File: src/hdl/i2c_page_write_map.vh
`ifndef I2C_PAGE_WRITE_MAP_VH
`define I2C_PAGE_WRITE_MAP_VH

// Bus clock in kHz, a compile-time constant.
`define BUS_RATE_KHZ 400
// System clock in kHz.
`define MCLK_KHZ 100000
// Clock cycles per quarter of one serial clock period.
`define QUARTER_CYCLES ((`MCLK_KHZ / `BUS_RATE_KHZ) / 4)
// Bit position of the read/write bit in the target address.
`define ADDR_RW_BIT 0
// Reset value of transmit data and address.
`define DATA_RESET 8'h00
// Bits per byte on the wire.
`define BYTE_BITS 4'h8

`endif

File: src/hdl/i2c_master_page_write.v
`timescale 1ns/1ps
// How it works
// - A page write opens like a byte write, with no stop after the first data byte.
// - With stop_after_write low the controller leaves the bus open after each byte.
// - A write of tx_data_reg launches the serial transfer by itself.
// - Writing tx_data_reg clears tx_empty_flag one clock later.
// - A new transaction begins with a start and the address byte before any data.
// - After the address byte the controller sends the tx_data_reg byte.
// - When a data byte is fully sent tx_empty_flag is set and an interrupt request raised.
// - A 32-byte page is 31 bytes with no stop, then a last byte with stop_after_write high.
// - With stop_after_write high a stop follows the byte, after tx_empty_flag is set.
`include "i2c_page_write_map.vh"

module i2c_master_page_write #(
  parameter QUARTER = `QUARTER_CYCLES
) (
  input wire mclk,
  input wire rst,
  input wire clkEnable,
  input wire [7:0] targetAddressIn,
  input wire targetAddressWrite,
  input wire [7:0] txDataIn,
  input wire txDataWrite,
  input wire stopAfterWrite,
  output reg txEmptyFlag,
  output reg txInterrupt,
  output reg ackError,
  output reg busOpen,
  input wire sclIn,
  output reg sclOut,
  output reg sclOe,
  input wire sdaIn,
  output reg sdaOut,
  output reg sdaOe
);

  localparam S_IDLE = 7'h01;
  localparam S_START = 7'h02;
  localparam S_BIT = 7'h04;
  localparam S_ACK = 7'h08;
  localparam S_DONE = 7'h10;
  localparam S_STOP = 7'h20;
  localparam S_HOLD = 7'h40;

  reg [6:0] state;
  reg [7:0] targetAddressReg;
  reg [7:0] txDataReg;
  reg [7:0] shiftReg;
  reg [3:0] bitCount;
  reg [1:0] phase;
  reg [15:0] tick;
  reg sendingAddress;
  reg sdaMeta;
  reg sdaSync;
  reg sclMeta;
  reg sclSync;
  wire quarterDone;

  assign quarterDone = (tick == (QUARTER[15:0] - 16'h0001));

  //////////////////////////////////////////////////////////////////////////////
  // Pin synchronisers; the bus lines come from outside this clock domain.
  always @(posedge mclk) begin
    if (rst) begin
      sdaMeta <= 1'b1;
      sdaSync <= 1'b1;
      sclMeta <= 1'b1;
      sclSync <= 1'b1;
    end else if (clkEnable) begin
      sdaMeta <= sdaIn;
      sdaSync <= sdaMeta;
      sclMeta <= sclIn;
      sclSync <= sclMeta;
    end
  end

  //////////////////////////////////////////////////////////////////////////////
  // Register side.
  always @(posedge mclk) begin
    if (rst) begin
      targetAddressReg <= `DATA_RESET;
    end else if (clkEnable && targetAddressWrite) begin
      targetAddressReg <= targetAddressIn;
    end
  end

  //////////////////////////////////////////////////////////////////////////////
  // Serial engine. Each bit takes four quarters: low/set data, rise, high, fall.
  always @(posedge mclk) begin
    if (rst) begin
      state <= S_IDLE;
      txDataReg <= `DATA_RESET;
      shiftReg <= `DATA_RESET;
      bitCount <= 4'h0;
      phase <= 2'h0;
      tick <= 16'h0000;
      sendingAddress <= 1'b0;
      txEmptyFlag <= 1'b1;
      txInterrupt <= 1'b0;
      ackError <= 1'b0;
      busOpen <= 1'b0;
      sclOut <= 1'b0;
      sclOe <= 1'b0;
      sdaOut <= 1'b0;
      sdaOe <= 1'b0;
    end else if (clkEnable) begin
      txInterrupt <= 1'b0;
      tick <= quarterDone ? 16'h0000 : tick + 16'h0001;
      case (state)
        S_IDLE, S_HOLD: begin
          tick <= 16'h0000;
          phase <= 2'h0;
          // Write launches transfer
          // A data write alone starts the engine.
          if (txDataWrite) begin
            txDataReg <= txDataIn;
            // Clear empty on write
            // The flag drops in the cycle after the write.
            txEmptyFlag <= 1'b0;
            bitCount <= 4'h0;
            // Start on new transaction
            // Only a closed bus sends start and address first.
            if (state == S_IDLE) begin
              state <= S_START;
              shiftReg <= targetAddressReg;
              sendingAddress <= 1'b1;
              // Lines are set high before the drivers turn on, so the first start has no false edge.
              sdaOut <= 1'b1;
              sclOut <= 1'b1;
            end else begin
              // Continue open transaction
              // An open bus skips start and address.
              state <= S_BIT;
              shiftReg <= txDataIn;
              sendingAddress <= 1'b0;
            end
          end
        end
        S_START: begin
          sdaOe <= 1'b1;
          sclOe <= 1'b1;
          busOpen <= 1'b1;
          if (quarterDone) begin
            phase <= phase + 2'h1;
            case (phase)
              2'h0: begin
                sdaOut <= 1'b1;
                sclOut <= 1'b1;
              end
              2'h1: sdaOut <= 1'b0;
              2'h2: sclOut <= 1'b0;
              default: state <= S_BIT;
            endcase
          end
        end
        S_BIT, S_ACK: begin
          if (quarterDone) begin
            phase <= phase + 2'h1;
            case (phase)
              2'h0: begin
                sdaOe <= (state == S_BIT);
                sdaOut <= shiftReg[7];
              end
              2'h1: sclOut <= 1'b1;
              2'h2: begin
                // Ninth clock acknowledge
                // Sample while the clock is high.
                if (state == S_ACK) begin
                  ackError <= sdaSync;
                end
              end
              default: begin
                sclOut <= 1'b0;
                if (state == S_ACK) begin
                  state <= S_DONE;
                end else if (bitCount == `BYTE_BITS - 4'h1) begin
                  state <= S_ACK;
                end else begin
                  bitCount <= bitCount + 4'h1;
                  shiftReg <= {shiftReg[6:0], 1'b0};
                end
              end
            endcase
          end
        end
        S_DONE: begin
          phase <= 2'h0;
          tick <= 16'h0000;
          bitCount <= 4'h0;
          if (sendingAddress) begin
            // Data after address
            // Address acknowledged, now the held data byte.
            sendingAddress <= 1'b0;
            shiftReg <= txDataReg;
            state <= S_BIT;
          end else begin
            // Byte sent flag
            // Empty flag and interrupt pulse together.
            txEmptyFlag <= 1'b1;
            txInterrupt <= 1'b1;
            // Stop only on request
            // Stop after the flag is set.
            // Page bytes pass with no stop.
            state <= stopAfterWrite ? S_STOP : S_HOLD;
          end
        end
        S_STOP: begin
          // The flag is already up here, so a write is taken and opens the next transaction.
          if (txDataWrite && txEmptyFlag) begin
            txDataReg <= txDataIn;
            txEmptyFlag <= 1'b0;
          end
          if (quarterDone) begin
            phase <= phase + 2'h1;
            case (phase)
              2'h0: begin
                sdaOe <= 1'b1;
                sdaOut <= 1'b0;
              end
              2'h1: sclOut <= 1'b1;
              2'h2: sdaOut <= 1'b1;
              default: begin
                sdaOe <= 1'b0;
                sclOe <= 1'b0;
                busOpen <= 1'b0;
                if (txEmptyFlag && !txDataWrite) begin
                  state <= S_IDLE;
                end else begin
                  state <= S_START;
                  shiftReg <= targetAddressReg;
                  sendingAddress <= 1'b1;
                end
              end
            endcase
          end
        end
        default: state <= S_IDLE;
      endcase
    end
  end

endmodule // i2c_master_page_write

File: config.mk
export PLATFORM = sky130hd
export DESIGN_NAME = i2c_master_page_write
export DESIGN_NICKNAME = d
export VERILOG_FILES = /design/src/hdl/i2c_master_page_write.v
export VERILOG_INCLUDE_DIRS = /design/src /design/src/hdl
export SDC_FILE = /design/constraint.sdc
export NUM_CORES = 1
export LEC_CHECK = 0
export ABC_AREA = 1
export BUFFER_PORTS_ARGS = -buffer_cell sky130_fd_sc_hd__clkbuf_2
export CAP_MARGIN = 30
export CORE_MARGIN = 8
export CORE_UTILIZATION = 25
export CTS_CLUSTER_DIAMETER = 30
export CTS_CLUSTER_SIZE = 12
export DETAILED_ROUTE_END_ITERATION = 8
export PLACE_DENSITY_LB_ADDON = 0.05
export SETUP_SLACK_MARGIN = 0.2
export SLEW_MARGIN = 5
export SYNTH_ARGS = -nofsm -noshare
export SYNTH_HDL_FRONTEND = slang
export SYNTH_SLANG_ARGS = --single-unit
export TNS_END_PERCENT = 20
File: constraint.sdc
create_clock -name mclk -period 1.55 [get_ports mclk]
set_input_delay 0.31 -clock mclk [delete_from_list [all_inputs] [get_ports mclk]]
set_output_delay 0.31 -clock mclk [all_outputs]
set_load 0.05 [all_outputs]
[Yosys cells after proc, flatten, opt, wreduce, memory -nomap -nowiden]
Cells that the tools add are included.
Storage, ports and cells
  register bits after elaboration: 63
  input port bits: 24
  output and inout bits: 8
  word-level logic and storage cells: 160
Operators by class
  add/sub/neg operators: 3
  equal/unequal tests: 34
  mux-type cells: 74
  reduce and logical (&&, ||, !) cells: 32
Operators by type and width (count)
  $mux W8: 12
  $mux W7: 11
  $ne A2 B2 Y1 const B: 18
  $pmux W7 S5: 1
  $mux W16: 2
  $pmux W8 S4: 1
  $mux W1: 25
  $mux W4: 5
  $reduce_and A10 Y1: 2
  $add A16 B1 Y16 const B: 1
  $eq A16 B6 Y1 const B: 1
  $pmux W8 S2: 1
  $ne A3 B3 Y1 const B: 4
  $pmux W1 S2: 6
  $pmux W4 S3: 1
  $reduce_and A6 Y1: 2
  $reduce_and A11 Y1: 1
  $reduce_and A5 Y1: 2
  $pmux W1 S3: 3
  $reduce_and A9 Y1: 1
  $reduce_bool A3 Y1: 3
  $pmux W1 S4: 2
  $reduce_and A4 Y1: 2
  $reduce_bool A4 Y1: 2
  25 further kinds: 34

[Depth between registers and ports, before layout]
Gate-level depths: netlist of the first run.
  depth in word-level cells: 6
  depth in mapped cells: 13

[Worst setup path after synthesis of the first run]
OpenSTA, ideal clock, no wires.
  path type: register to register
  start: register tick[0]
  end: register state[1]
  arrival time: 1397 ps
  data required time: 1422 ps
  path slack: 25 ps
  stages on the path, launching flop included: 11
  buffers on the path: 0
  path through: dfxtp_1 ha_1 nand2_1 nor2_1 nand2_2 o21ai_2 nand2_4 nor2_4 nand2_1 nand2_1 nor2_1
On the way
  word-level cells in the longest chain between the ends: 3
  elaborated cells on any way between the ends: 5
  classes of those cells: eq/ne: 4; reduce/logical: 1
RTL lines
  start: declaration: line i2c_master_page_write.v:51  | reg [15:0] tick;
  start signal: assignment: line i2c_master_page_write.v:108  | tick <= quarterDone ? 16'h0000 : tick + 16'h0001;
  $eq A16 B6 Y1 *: line i2c_master_page_write.v:59  | assign quarterDone = (tick == (QUARTER[15:0] - 16'h0001));
  $ne A2 B2 Y1 (no source line)
  $reduce_and A9 Y1 (no source line) *
  end signal: assignment: line i2c_master_page_write.v:204  | state <= stopAfterWrite ? S_STOP : S_HOLD;
  end: declaration: line i2c_master_page_write.v:45  | reg [6:0] state;
Every way passes the cells marked *; elsewhere a longest branch is shown, timed or not.
A chain may end at the register's enable or synchronous reset.

[Worst setup path in the final report of the first run]
  start: register state[1]
  end: register shiftReg[3]
On the way
  word-level cells in the longest chain between the ends: 4
  elaborated cells on any way between the ends: 22
  classes of those cells: eq/ne: 15; mux: 3; reduce/logical: 4
RTL lines
  $eq A7 B3 Y1 (tied with other cells): line i2c_master_page_write.v:109  | case (state)
  $reduce_or A2 Y1 / $mux W8 (equally long branches): line i2c_master_page_write.v:109, i2c_master_page_write.v:123
  $reduce_bool A4 Y1 (no source line) (tied with other cells)
  $reduce_and A11 Y1 (no source line) / $pmux W8 S4 (equally long branches)
  end signal: assignment: line i2c_master_page_write.v:93  | shiftReg <= `DATA_RESET;
  end signal: assignment: line i2c_master_page_write.v:125  | shiftReg <= targetAddressReg;
  end signal: assignment: line i2c_master_page_write.v:134  | shiftReg <= txDataIn;
  end: declaration: line i2c_master_page_write.v:48  | reg [7:0] shiftReg;
Parallel ways exist; a longest one is shown, timed or not. The select of a mux whose other input is x is not followed.

==> reports/metrics.yaml, run 1 <==
outcome: "complete, but fails checks"
violations: "setup timing"
critPathBufInv: 2
fillers: 1596
clock_sinks: 63
synth_compound_area_share_pct: 9.175
rsz0062_at_grt: "yes"
critPathLaunchType: "register"
synth-seq-cells: 63
ys_types: 37
clkLatencyLatePin_ns: 0.34
cts_max_path_buffers: 2
ctsHoldBuffers: 0
die_area_sq_um: 19360
p_leak_uw: 0.002656
root_buffer: "clkbuf_16"
grt_pass1_vias: 3917
multi_input_area_sq_um: 2551
vias: 3964
cp-end-kind: "register"
slew_headroom_pct: 79.24
postRouteAntennaNets: 0
critPathTopFamily: "simple AND/OR/NAND/NOR gates"
pre_cts_ws_ns: -0.1956
layout-drive-gt1-share_pct: 40.74
yosysWarnings: 0
worst_slew_pin_slew_ns: 0.3103
via_per_inst: 4.299
track_usage_pct: 13.12
slew_violations: 0
final_cell_mix: "127 x nand2_1, 113 x nor2_1, 104 x buf_4"
path_clk_slew_ns: 0.06
syn2layout_area_growth_pct: 52.05
final_nets: 760
cts_tree: "yes"
postSynthNetCount: 617
fin_tns_setup_ns: -1.742
io_pins: 32
grt_pass1_wl_microns: 20200
numCtsBuffers: 9
final_common_cell: "nand2_1"
min_path_type: "input port to register"
grt_max_degree: 26
period_share_pct: 106.5
holdPathStages: 3
first_iter_violations: 133
crit_top_cell: "nor2_1"
routedWlPerCell_microns: 13.28
fmax_mhz: 605.8
core-area_sq_um: 15030
port_buffers: 30
crit_chain: "nor2_4, nand2_8, nor2_4, buf_4, nor2_2, nand2_4, buf_12, nor2_1, nor2_1, nand3_2, nand2_1, nor2_1"
fin_area_sq_um: 5764
die_x_microns: 139.1
insertedDiodeCount: 0
synthAdderAreaFrac_pct: 2.310
cpPeakStageDelay_ns: 0.35
synthSimpleGateAreaFrac_pct: 45.78
synth.area.mux_share_pct: 0
rows: 45
power.density_nw_per_um2: 1782
crit_cells: 12
arrival_ns: 1.89
start_util_pct: 25.22
regArea_sq_um: 1289
synth_xor_area_share_pct: 1.386
htreeDepth: 3
timing.final.ws_setup_ns: -0.1006
whs_ns: 0.1889
finalWirelength_microns: 12240
fin_skew_ns: 0.003747
drc: 0
crit_fanout: 7
crit_type: "register to register"
syn_avg_cell_area_sq_um: 6.470
drv_cap: 0
finalSetupViolations: 44
syn-cell-area_sq_um: 3791
synth_top_family_by_area: "simple AND/OR/NAND/NOR gates"
dr.pass1.iters: 4
post-route-util_pct: 38.34
crit_slowest_cell: "dfxtp_4"
r2r_cells: 12
gp_congestion: 0.8162
hold_violations: 0
die_y_microns: 139.1
synthCells: 586
grt_overflow: 0
place_area_sq_um: 4871
peakVddDrop_mv: 0.6217
ys_seq_area_share_pct: 33.27
required_ns: 1.79
hpwl_microns: 9126
antenna_found_initial: 0
post-route-min-period_ns: 1.651
[stage by stage]
stage | total power, uW | cells
after floorplan | 5236 | 586
after global placement | 6919 | 887
after detailed placement | 6919 | 887
after CTS | 10160 | 916
after global routing | 11060 | 922
final | 10270 | 922
[Yosys cell counts, drive strengths merged]
| library cell | instances | area share, % |
|---|---|---|
| nand3 | 43 | 5.9 |
| dfxtp | 63 | 33 |
| xnor2 | 2 | 0.46 |
| nor4 | 1 | 0.33 |
| inv | 58 | 5.7 |
| o211ai | 1 | 0.20 |
| a21oi | 27 | 3.7 |
| nor3 | 5 | 1.2 |
| o21ai | 35 | 5.1 |
| nor2 | 149 | 18 |
| o21a | 1 | 0.20 |
| clkinv | 1 | 0.13 |
| nand2 | 164 | 18 |
| xor2 | 4 | 0.92 |
| nand4 | 7 | 1.6 |
| clkbuf | 5 | 0.50 |
| or2 | 2 | 0.33 |
| nor3b | 2 | 0.53 |
| buf | 9 | 1.7 |
| ha | 7 | 2.3 |
[area by class of cell]
class,instances,area share [%]
Clock inverter,7,2.084
Timing Repair Buffer,145,19.25
Inverter,59,4.059
Multi-Input combinational cell,451,44.26
Clock buffer,9,3.907
Sequential cell,63,22.36
Tap cell,188,4.081
[kinds of logic (layout without fill, tap and decap cells)]
logic type,Yosys count,count (layout)
AND/OR/NAND/NOR,373,374
AO/OA/AOI/OAI,64,64
adder cells (fa/ha/maj),7,7
flip-flops,63,63
XOR/XNOR,6,6
buffers and inverters,73,220
[power breakdown]
| group | switching, uW | total, uW | internal [uW] |
|---|---|---|---|
| Clock | 828 | 2400 | 1580 |
| Sequential | 275 | 2330 | 2050 |
| Combinational | 3250 | 5540 | 2290 |
[worst reg2reg max path, stage by stage, from the launching register on]
cell and delay, ns:
dfxtp_4 0.35, nor2_4 0.18, nand2_8 0.09, nor2_4 0.18, buf_4 0.14, nor2_2 0.05
nand2_4 0.08, buf_12 0.12, nor2_1 0.05, nor2_1 0.12, nand3_2 0.09, nand2_1 0.06
nor2_1 0.04
[registers in the layout (all words and copies together) (netlist names)]
signal / count
tick: 16
shiftReg: 8
targetAddressReg: 8
txDataReg: 8
state: 7
bitCount: 4
phase: 2
ackError: 1
sclOe: 1
sclOut: 1
sdaMeta: 1
sdaOe: 1
sdaOut: 1
sdaSync: 1
sendingAddress: 1
txEmptyFlag: 1
txInterrupt: 1
[path summary, 6_finish.rpt]
| kind | from | end | slack [ns] |
|---|---|---|---|
| min | sdaIn | sdaMeta$_SDFFE_PP1P_ | 0.19 |
| max | state[1]$_SDFFE_PP0P_ | shiftReg[3]$_SDFFE_PP0P_ | -0.10 |
| min reg2reg | ackError$_SDFFE_PP0P_ | ackError$_SDFFE_PP0P_ | 0.45 |
| max reg2reg | state[1]$_SDFFE_PP0P_ | shiftReg[3]$_SDFFE_PP0P_ | -0.10 |
[metal layers]
metal	part of all wire [%]	GRT usage (%)	up-vias
met2	45	20.16	51
li1	-	-	2124
met4	2.2	5.546	0
met1	51	17.71	1770
met3	2.4	2.272	19
met5	0	0	-
[repair_timing]
item,in CTS,in global routing
buffers inserted,12,6
endpoints found under the setup margin,56,54
gates cloned,1,0
pin swaps,30,22
gates resized for setup,72,48
Note: power is estimated with default switching activity, not from simulation.
==> run 2, diff against run 1 <==
==> constraint.sdc (replaced) <==
create_clock -name mclk -period 1.37 [get_ports mclk]
set_input_delay 0.274 -clock mclk [delete_from_list [all_inputs] [get_ports mclk]]
set_output_delay 0.274 -clock mclk [all_outputs]
set_load 0.05 [all_outputs]
==> run 2 against run 1 <==
The flow still finishes with violations (setup timing). Sequential power rose by 14%. Sequential share of layout area barely moved. Core utilization barely moved. Largest cell class unchanged. Flip-flop and latch count did not move.
==> reports/metrics.yaml, run 2 (same netlist as run 1, synthesis figures left out) <==
outcome: "complete, but fails checks"
violations: "setup timing"
netSwitchingFraction_pct: 42.29  # -0.087 points
power.internal_uw: 6634  # +12%
port_buffers: 30  # unchanged
largest-register: "tick"
rsz0062_at_grt: "yes"
post-route-min-period_ns: 1.686  # +0.03539 ns
critPathTopFamily: "buffers and inverters"
cp-end-kind: "register"
fin_skew_ns: 0.006418  # +0.002671 ns
min_path_type: "input port to register"
drc: 0  # unchanged
r2r_cells: 10  # -2
crit_fanout: 8  # +1
arrival_ns: 1.92  # +0.03 ns
crit_type: "register to register"
period_share_pct: 123.1  # +17 points
slew_violations: 0  # unchanged
path_clk_slew_ns: 0.06  # about the same
hp-start: "sdaIn"
routedWlPerCell_microns: 13.45  # +1.3%
finalWirelength_microns: 12340  # +0.83%
power.density_nw_per_um2: 1996  # +12%
post-route-util_pct: 38.31  # about the same
gp_congestion: 0.8298  # +1.7%
comb_power_share_pct: 53.4  # -0.5 points
dr.pass1.iters: 4  # unchanged
io_pins: 32  # unchanged
track_usage_pct: 12.98  # -0.14 points
start_util_pct: 25.22  # unchanged
die_y_microns: 139.1  # unchanged
cts_tree: "yes"
die_area_sq_um: 19360  # unchanged
worst_slew_pin_slew_ns: 0.3142  # +0.003931 ns
grt_pass1_vias: 3833  # -2.1%
crit_cells: 10  # -2
holdPathStages: 3  # unchanged
hold_path_end: "sdaMeta$_SDFFE_PP1P_"
core-area_sq_um: 15030  # unchanged
grt_pass1_wl_microns: 19850  # -1.7%
rows: 45  # unchanged
critPathLaunchType: "register"
pwr-share-clk_pct: 23.6  # +0.2 points
slew_headroom_pct: 79.03  # -0.21 points
final_common_cell: "nand2_1"
largest_reg_flops: 16  # unchanged
p_leak_uw: 0.002655  # about the same
clkLatencyLatePin_ns: 0.34  # about the same
final_nets: 756  # -0.53%
worstReg2RegStart: "phase[0]$_SDFFE_PP0P_"
antenna_found_initial: 0  # unchanged
hpwl_microns: 9210  # +0.92%
insertedDiodeCount: 0  # unchanged
finalSetupViolations: 53  # +20%
cpPeakStageDelay_ns: 0.36  # about the same
hold_violations: 0  # unchanged
peakVddDrop_mv: 0.7307  # +18%
crit_chain: "ha_1, inv_1, buf_4, o21ai_4, inv_2, nor2_4, buf_12, nand3_2, nand2_1, nor2_1"
r2r_slack_ns: -0.32  # -0.22 ns
fillers: 1595  # -0.063%
postRouteAntennaNets: 0  # unchanged
timing.final.ws_setup_ns: -0.3160  # -0.2154 ns
root_buffer: "clkbuf_16"
via_per_inst: 4.318  # +0.44%
layout-drive-gt1-share_pct: 38.77  # -2.0 points
grt_max_degree: 26  # unchanged
cts_max_path_buffers: 2  # unchanged
final_cell_mix: "135 x nand2_1, 114 x nor2_1, 99 x buf_4"
netSwitchingPower_uw: 4862  # +12%
first_iter_violations: 209  # +57%
grt_overflow: 0  # unchanged
syn2layout_area_growth_pct: 51.91  # about the same
fmax_mhz: 593.1  # -2.1%
power_frac_seq_pct: 23.0  # +0.3 points
drv_cap: 0  # unchanged
htreeDepth: 3  # unchanged
critPathBufInv: 4  # +2
crit_slowest_cell: "dfxtp_1"
vias: 3964  # unchanged
whs_ns: 0.1621  # -0.02681 ns
timing.rr.end: "shiftReg[4]$_SDFFE_PP0P_"
clock_sinks: 63  # unchanged
numCtsBuffers: 9  # unchanged
required_ns: 1.60  # -0.19 ns
die_x_microns: 139.1  # unchanged
==> run 2: cell types whose count changed in the layout (fill, tap and decap cells not counted), moves of 2 or more <==
| cell | delta |
|---|---|
| nand2_2 | -9 |
| nand2_1 | +8 |
| buf_4 | -5 |
| clkbuf_2 | -5 |
| nor2_4 | -5 |
| buf_8 | +4 |
| nor2_2 | +4 |
| clkbuf_8 | +3 |
| dfxtp_1 | +3 |
| dfxtp_2 | -3 |
| clkbuf_4 | -2 |
| o21ai_1 | -2 |
| o21ai_2 | +2 |
==> run 2: stage by stage <==
stage / setup slack (ns) / cells / total power [uW] / TNS [ns] / area [sq um]
CTS: -0.3011 / 912 / 11040 / -11.47 / 5533
global placement: -0.4163 / 890 / 7720 / -15.59 / 4868
finish: -0.3160 / 918 / 11500 / -11.98 / 5759
detailed placement: -0.4031 / 890 / 7709 / -15.09 / 4868
global route: -0.4182 / 918 / 12380 / -18.43 / 5759
floorplan: -0.1206 / 586 / 5924 / -4.221 / 3816
==> run 2: repair_timing <==
action	CTS	global route
hold buffers	0	0
setup endpoints to repair	61	60
buffers inserted	5	6
resized for setup	72	49
cloned	1	0
pin swaps	22	32
==> run 2: power groups by stage <==
stage | clock [uW] | sequential (uW) | combinational, uW
finish | 2710 | 2650 | 6140
global route | 2890 | 2700 | 6800
CTS | 2810 | 2620 | 5610
detailed placement | 0 | 2630 | 5080
global placement | 0 | 2620 | 5100
floorplan | 0 | 2780 | 3140
==> run 2: layout make-up <==
cell class	count	area [sq um]	share of cell area [%]
Inverter	59	231.5	4.019
Clock inverter	7	120.1	2.086
Sequential cell	63	1285	22.31
Multi-Input combinational cell	451	2512	43.62
Tap cell	188	235.2	4.084
Clock buffer	9	225.2	3.910
Timing Repair Buffer	141	1150	19.97
==> run 2: worst max-delay path by stage <==
stage	from	to	slack [ns]
final	phase[0]$_SDFFE_PP0P_	shiftReg[4]$_SDFFE_PP0P_	-0.32
after CTS	state[5]$_SDFFE_PP0P_	shiftReg[1]$_SDFFE_PP0P_	-0.30
after global routing	tick[5]$_SDFFE_PP0P_	shiftReg[1]$_SDFFE_PP0P_	-0.42
after global placement	tick[14]$_SDFFE_PP0P_	shiftReg[4]$_SDFFE_PP0P_	-0.42
after detailed placement	tick[1]$_SDFFE_PP0P_	shiftReg[4]$_SDFFE_PP0P_	-0.40
after floorplan	tick[1]$_SDFFE_PP0P_	shiftReg[5]$_SDFFE_PP0P_	-0.12
==> run 2: worst min-delay path: stages <==
cell	delay [ns]
clkbuf_2	0.08
nand2_1	0.04
nand3_1	0.07
==> run 2: layer usage <==
metal,global-route usage (%),part of all wire (%),vias to the layer above
li1,-,-,2121
met2,20.29,45,44
met1,17.38,51,1790
met4,3.986,1.0,0
met3,2.926,2.7,9
met5,0,0,-
==> run 3, diff against run 2 <==
--- a/config.mk
+++ b/config.mk
@@ -15,6 +15,7 @@
 export CTS_CLUSTER_SIZE = 12
 export DETAILED_ROUTE_END_ITERATION = 8
 export PLACE_DENSITY_LB_ADDON = 0.05
+export RECOVER_POWER = 25
 export SETUP_SLACK_MARGIN = 0.2
 export SLEW_MARGIN = 5
 export SYNTH_ARGS = -nofsm -noshare
==> run 3 against run 2 <==
Critical endpoint unchanged. The flow still finishes with violations (setup timing). Clock power about the same. Clock skew about the same. Register-to-register slack about the same. Fmax about the same. Total power about the same. Routed wire length about the same.
==> reports/metrics.yaml, run 3 (same netlist as run 1, synthesis figures left out) <==
fin_skew_ns: 0.006905  # +0.0004866 ns
required_ns: 1.60  # about the same
timing.final.ws_setup_ns: -0.3163  # -0.0003350 ns
power.density_nw_per_um2: 1998  # about the same
layout-drive-gt1-share_pct: 38.49  # -0.27 points
rsz0062_at_grt: "yes"
hpwl_microns: 9210  # unchanged
final_common_cell: "nand2_1"
slew_headroom_pct: 75.40  # -3.6 points
numCtsBuffers: 9  # unchanged
rows: 45  # unchanged
finalWirelength_microns: 12350  # about the same
die_y_microns: 139.1  # unchanged
multi_input_area_sq_um: 2512  # unchanged
period_share_pct: 123.1  # about the same
fillers: 1599  # +0.25%
crit_type: "register to register"
peakVddDrop_mv: 0.7313  # about the same
fin_tns_setup_ns: -12.03  # -0.05150 ns
clkLatencyLatePin_ns: 0.34  # about the same
grt_overflow: 0  # unchanged
path_clk_slew_ns: 0.06  # about the same
violations: "setup timing"
pre_cts_ws_ns: -0.4031  # unchanged
total_power_uw: 11490  # about the same
finalSetupViolations: 53  # unchanged
cts_tree: "yes"
io_pins: 32  # unchanged
core-area_sq_um: 15030  # unchanged
fmax_mhz: 593.0  # about the same
outcome: "complete, but fails checks"
hold_violations: 0  # unchanged
htreeDepth: 3  # unchanged
grt_pass1_wl_microns: 19850  # unchanged
root_buffer: "clkbuf_16"
largest-register: "tick"
routedWlPerCell_microns: 13.46  # about the same
dr.pass1.iters: 4  # unchanged
final_nets: 756  # unchanged
insertedDiodeCount: 0  # unchanged
drc: 0  # unchanged
clock_sinks: 63  # unchanged
p_leak_uw: 0.002648  # -0.27%
gp_congestion: 0.8298  # unchanged
port_buffers: 30  # unchanged
die_area_sq_um: 19360  # unchanged
postRouteAntennaNets: 0  # unchanged
slew_violations: 0  # unchanged
ctsHoldBuffers: 0  # unchanged
post-route-min-period_ns: 1.686  # +0.0003350 ns
antenna_found_initial: 0  # unchanged
arrival_ns: 1.92  # about the same
grt_pass1_vias: 3833  # unchanged
start_util_pct: 25.22  # unchanged
cts_max_path_buffers: 2  # unchanged
vias: 3966  # +0.050%
cp-end-kind: "register"
min_path_type: "input port to register"
regArea_sq_um: 1285  # unchanged
track_usage_pct: 12.98  # unchanged
drv_cap: 0  # unchanged
die_x_microns: 139.1  # unchanged
largest_reg_flops: 16  # unchanged
syn2layout_area_growth_pct: 51.72
crit_fanout: 8  # unchanged
final_cell_mix: "135 x nand2_1, 114 x nor2_1, 97 x buf_4"
via_per_inst: 4.320  # about the same
grt_max_degree: 26  # unchanged
first_iter_violations: 213  # +1.9%
worst_slew_pin_slew_ns: 0.3690  # +0.05482 ns
whs_ns: 0.1622  # +0.00009000 ns
critPathLaunchType: "register"
post-route-util_pct: 38.26  # -0.050 points
-- run 3: critical path: stages, from the launching register on --
cell and delay [ns]:
dfxtp_1 0.36, ha_1 0.15, inv_1 0.11, buf_4 0.18, o21ai_4 0.24, inv_2 0.10, nor2_4 0.13, buf_12 0.14
nand3_2 0.07, nand2_1 0.06, nor2_1 0.04
-- run 3: final timing paths --
path	cells past startpoint	slack [ns]	from	to
hold / removal	3	0.16	sdaIn	sdaMeta$_SDFFE_PP1P_
setup / recovery	10	-0.32	phase[0]$_SDFFE_PP0P_	shiftReg[4]$_SDFFE_PP0P_
setup reg to reg	10	-0.32	phase[0]$_SDFFE_PP0P_	shiftReg[4]$_SDFFE_PP0P_
hold reg to reg	2	0.46	sdaSync$_SDFFE_PP1P_	sdaSync$_SDFFE_PP1P_
-- run 3: where the power goes --
part	switching, uW	total (uW)	leakage, uW	internal [uW]
sequential	327	2650	0.000520	2320
combinational	3610	6140	0.00196	2530
clock	925	2710	0.000166	1780
-- run 3: cell type report --
class	instances	area share, %
clock buffers	9	3.916
inverters	59	4.024
flip-flops and latches	63	22.34
repair buffers	141	19.86
multi-input cells	451	43.68
clock inverters	7	2.088
well taps	188	4.090
-- run 3: through the flow --
stage | cells | cell area [sq um]
after floorplan | 586 | 3816
after global placement | 890 | 4868
after detailed placement | 890 | 4868
after CTS | 912 | 5533
after global routing | 918 | 5752
final | 918 | 5752
-- run 3: timing repair --
item | CTS | global route
pin swaps | 22 | 32
cloned | 1 | 0
resized for setup | 72 | 49
setup buffers | 5 | 6
endpoints found under the setup margin | 61 | 60
hold endpoints to repair | 0 | 0
-- run 3: per-layer routing --
metal | routed length (microns) | vias up | global-route usage (%)
met5 | 0 | - | 0
met4 | 127 | 0 | 3.986
met3 | 301 | 9 | 2.926
met2 | 5556 | 40 | 20.29
met1 | 6367 | 1795 | 17.38
li1 | - | 2122 | -
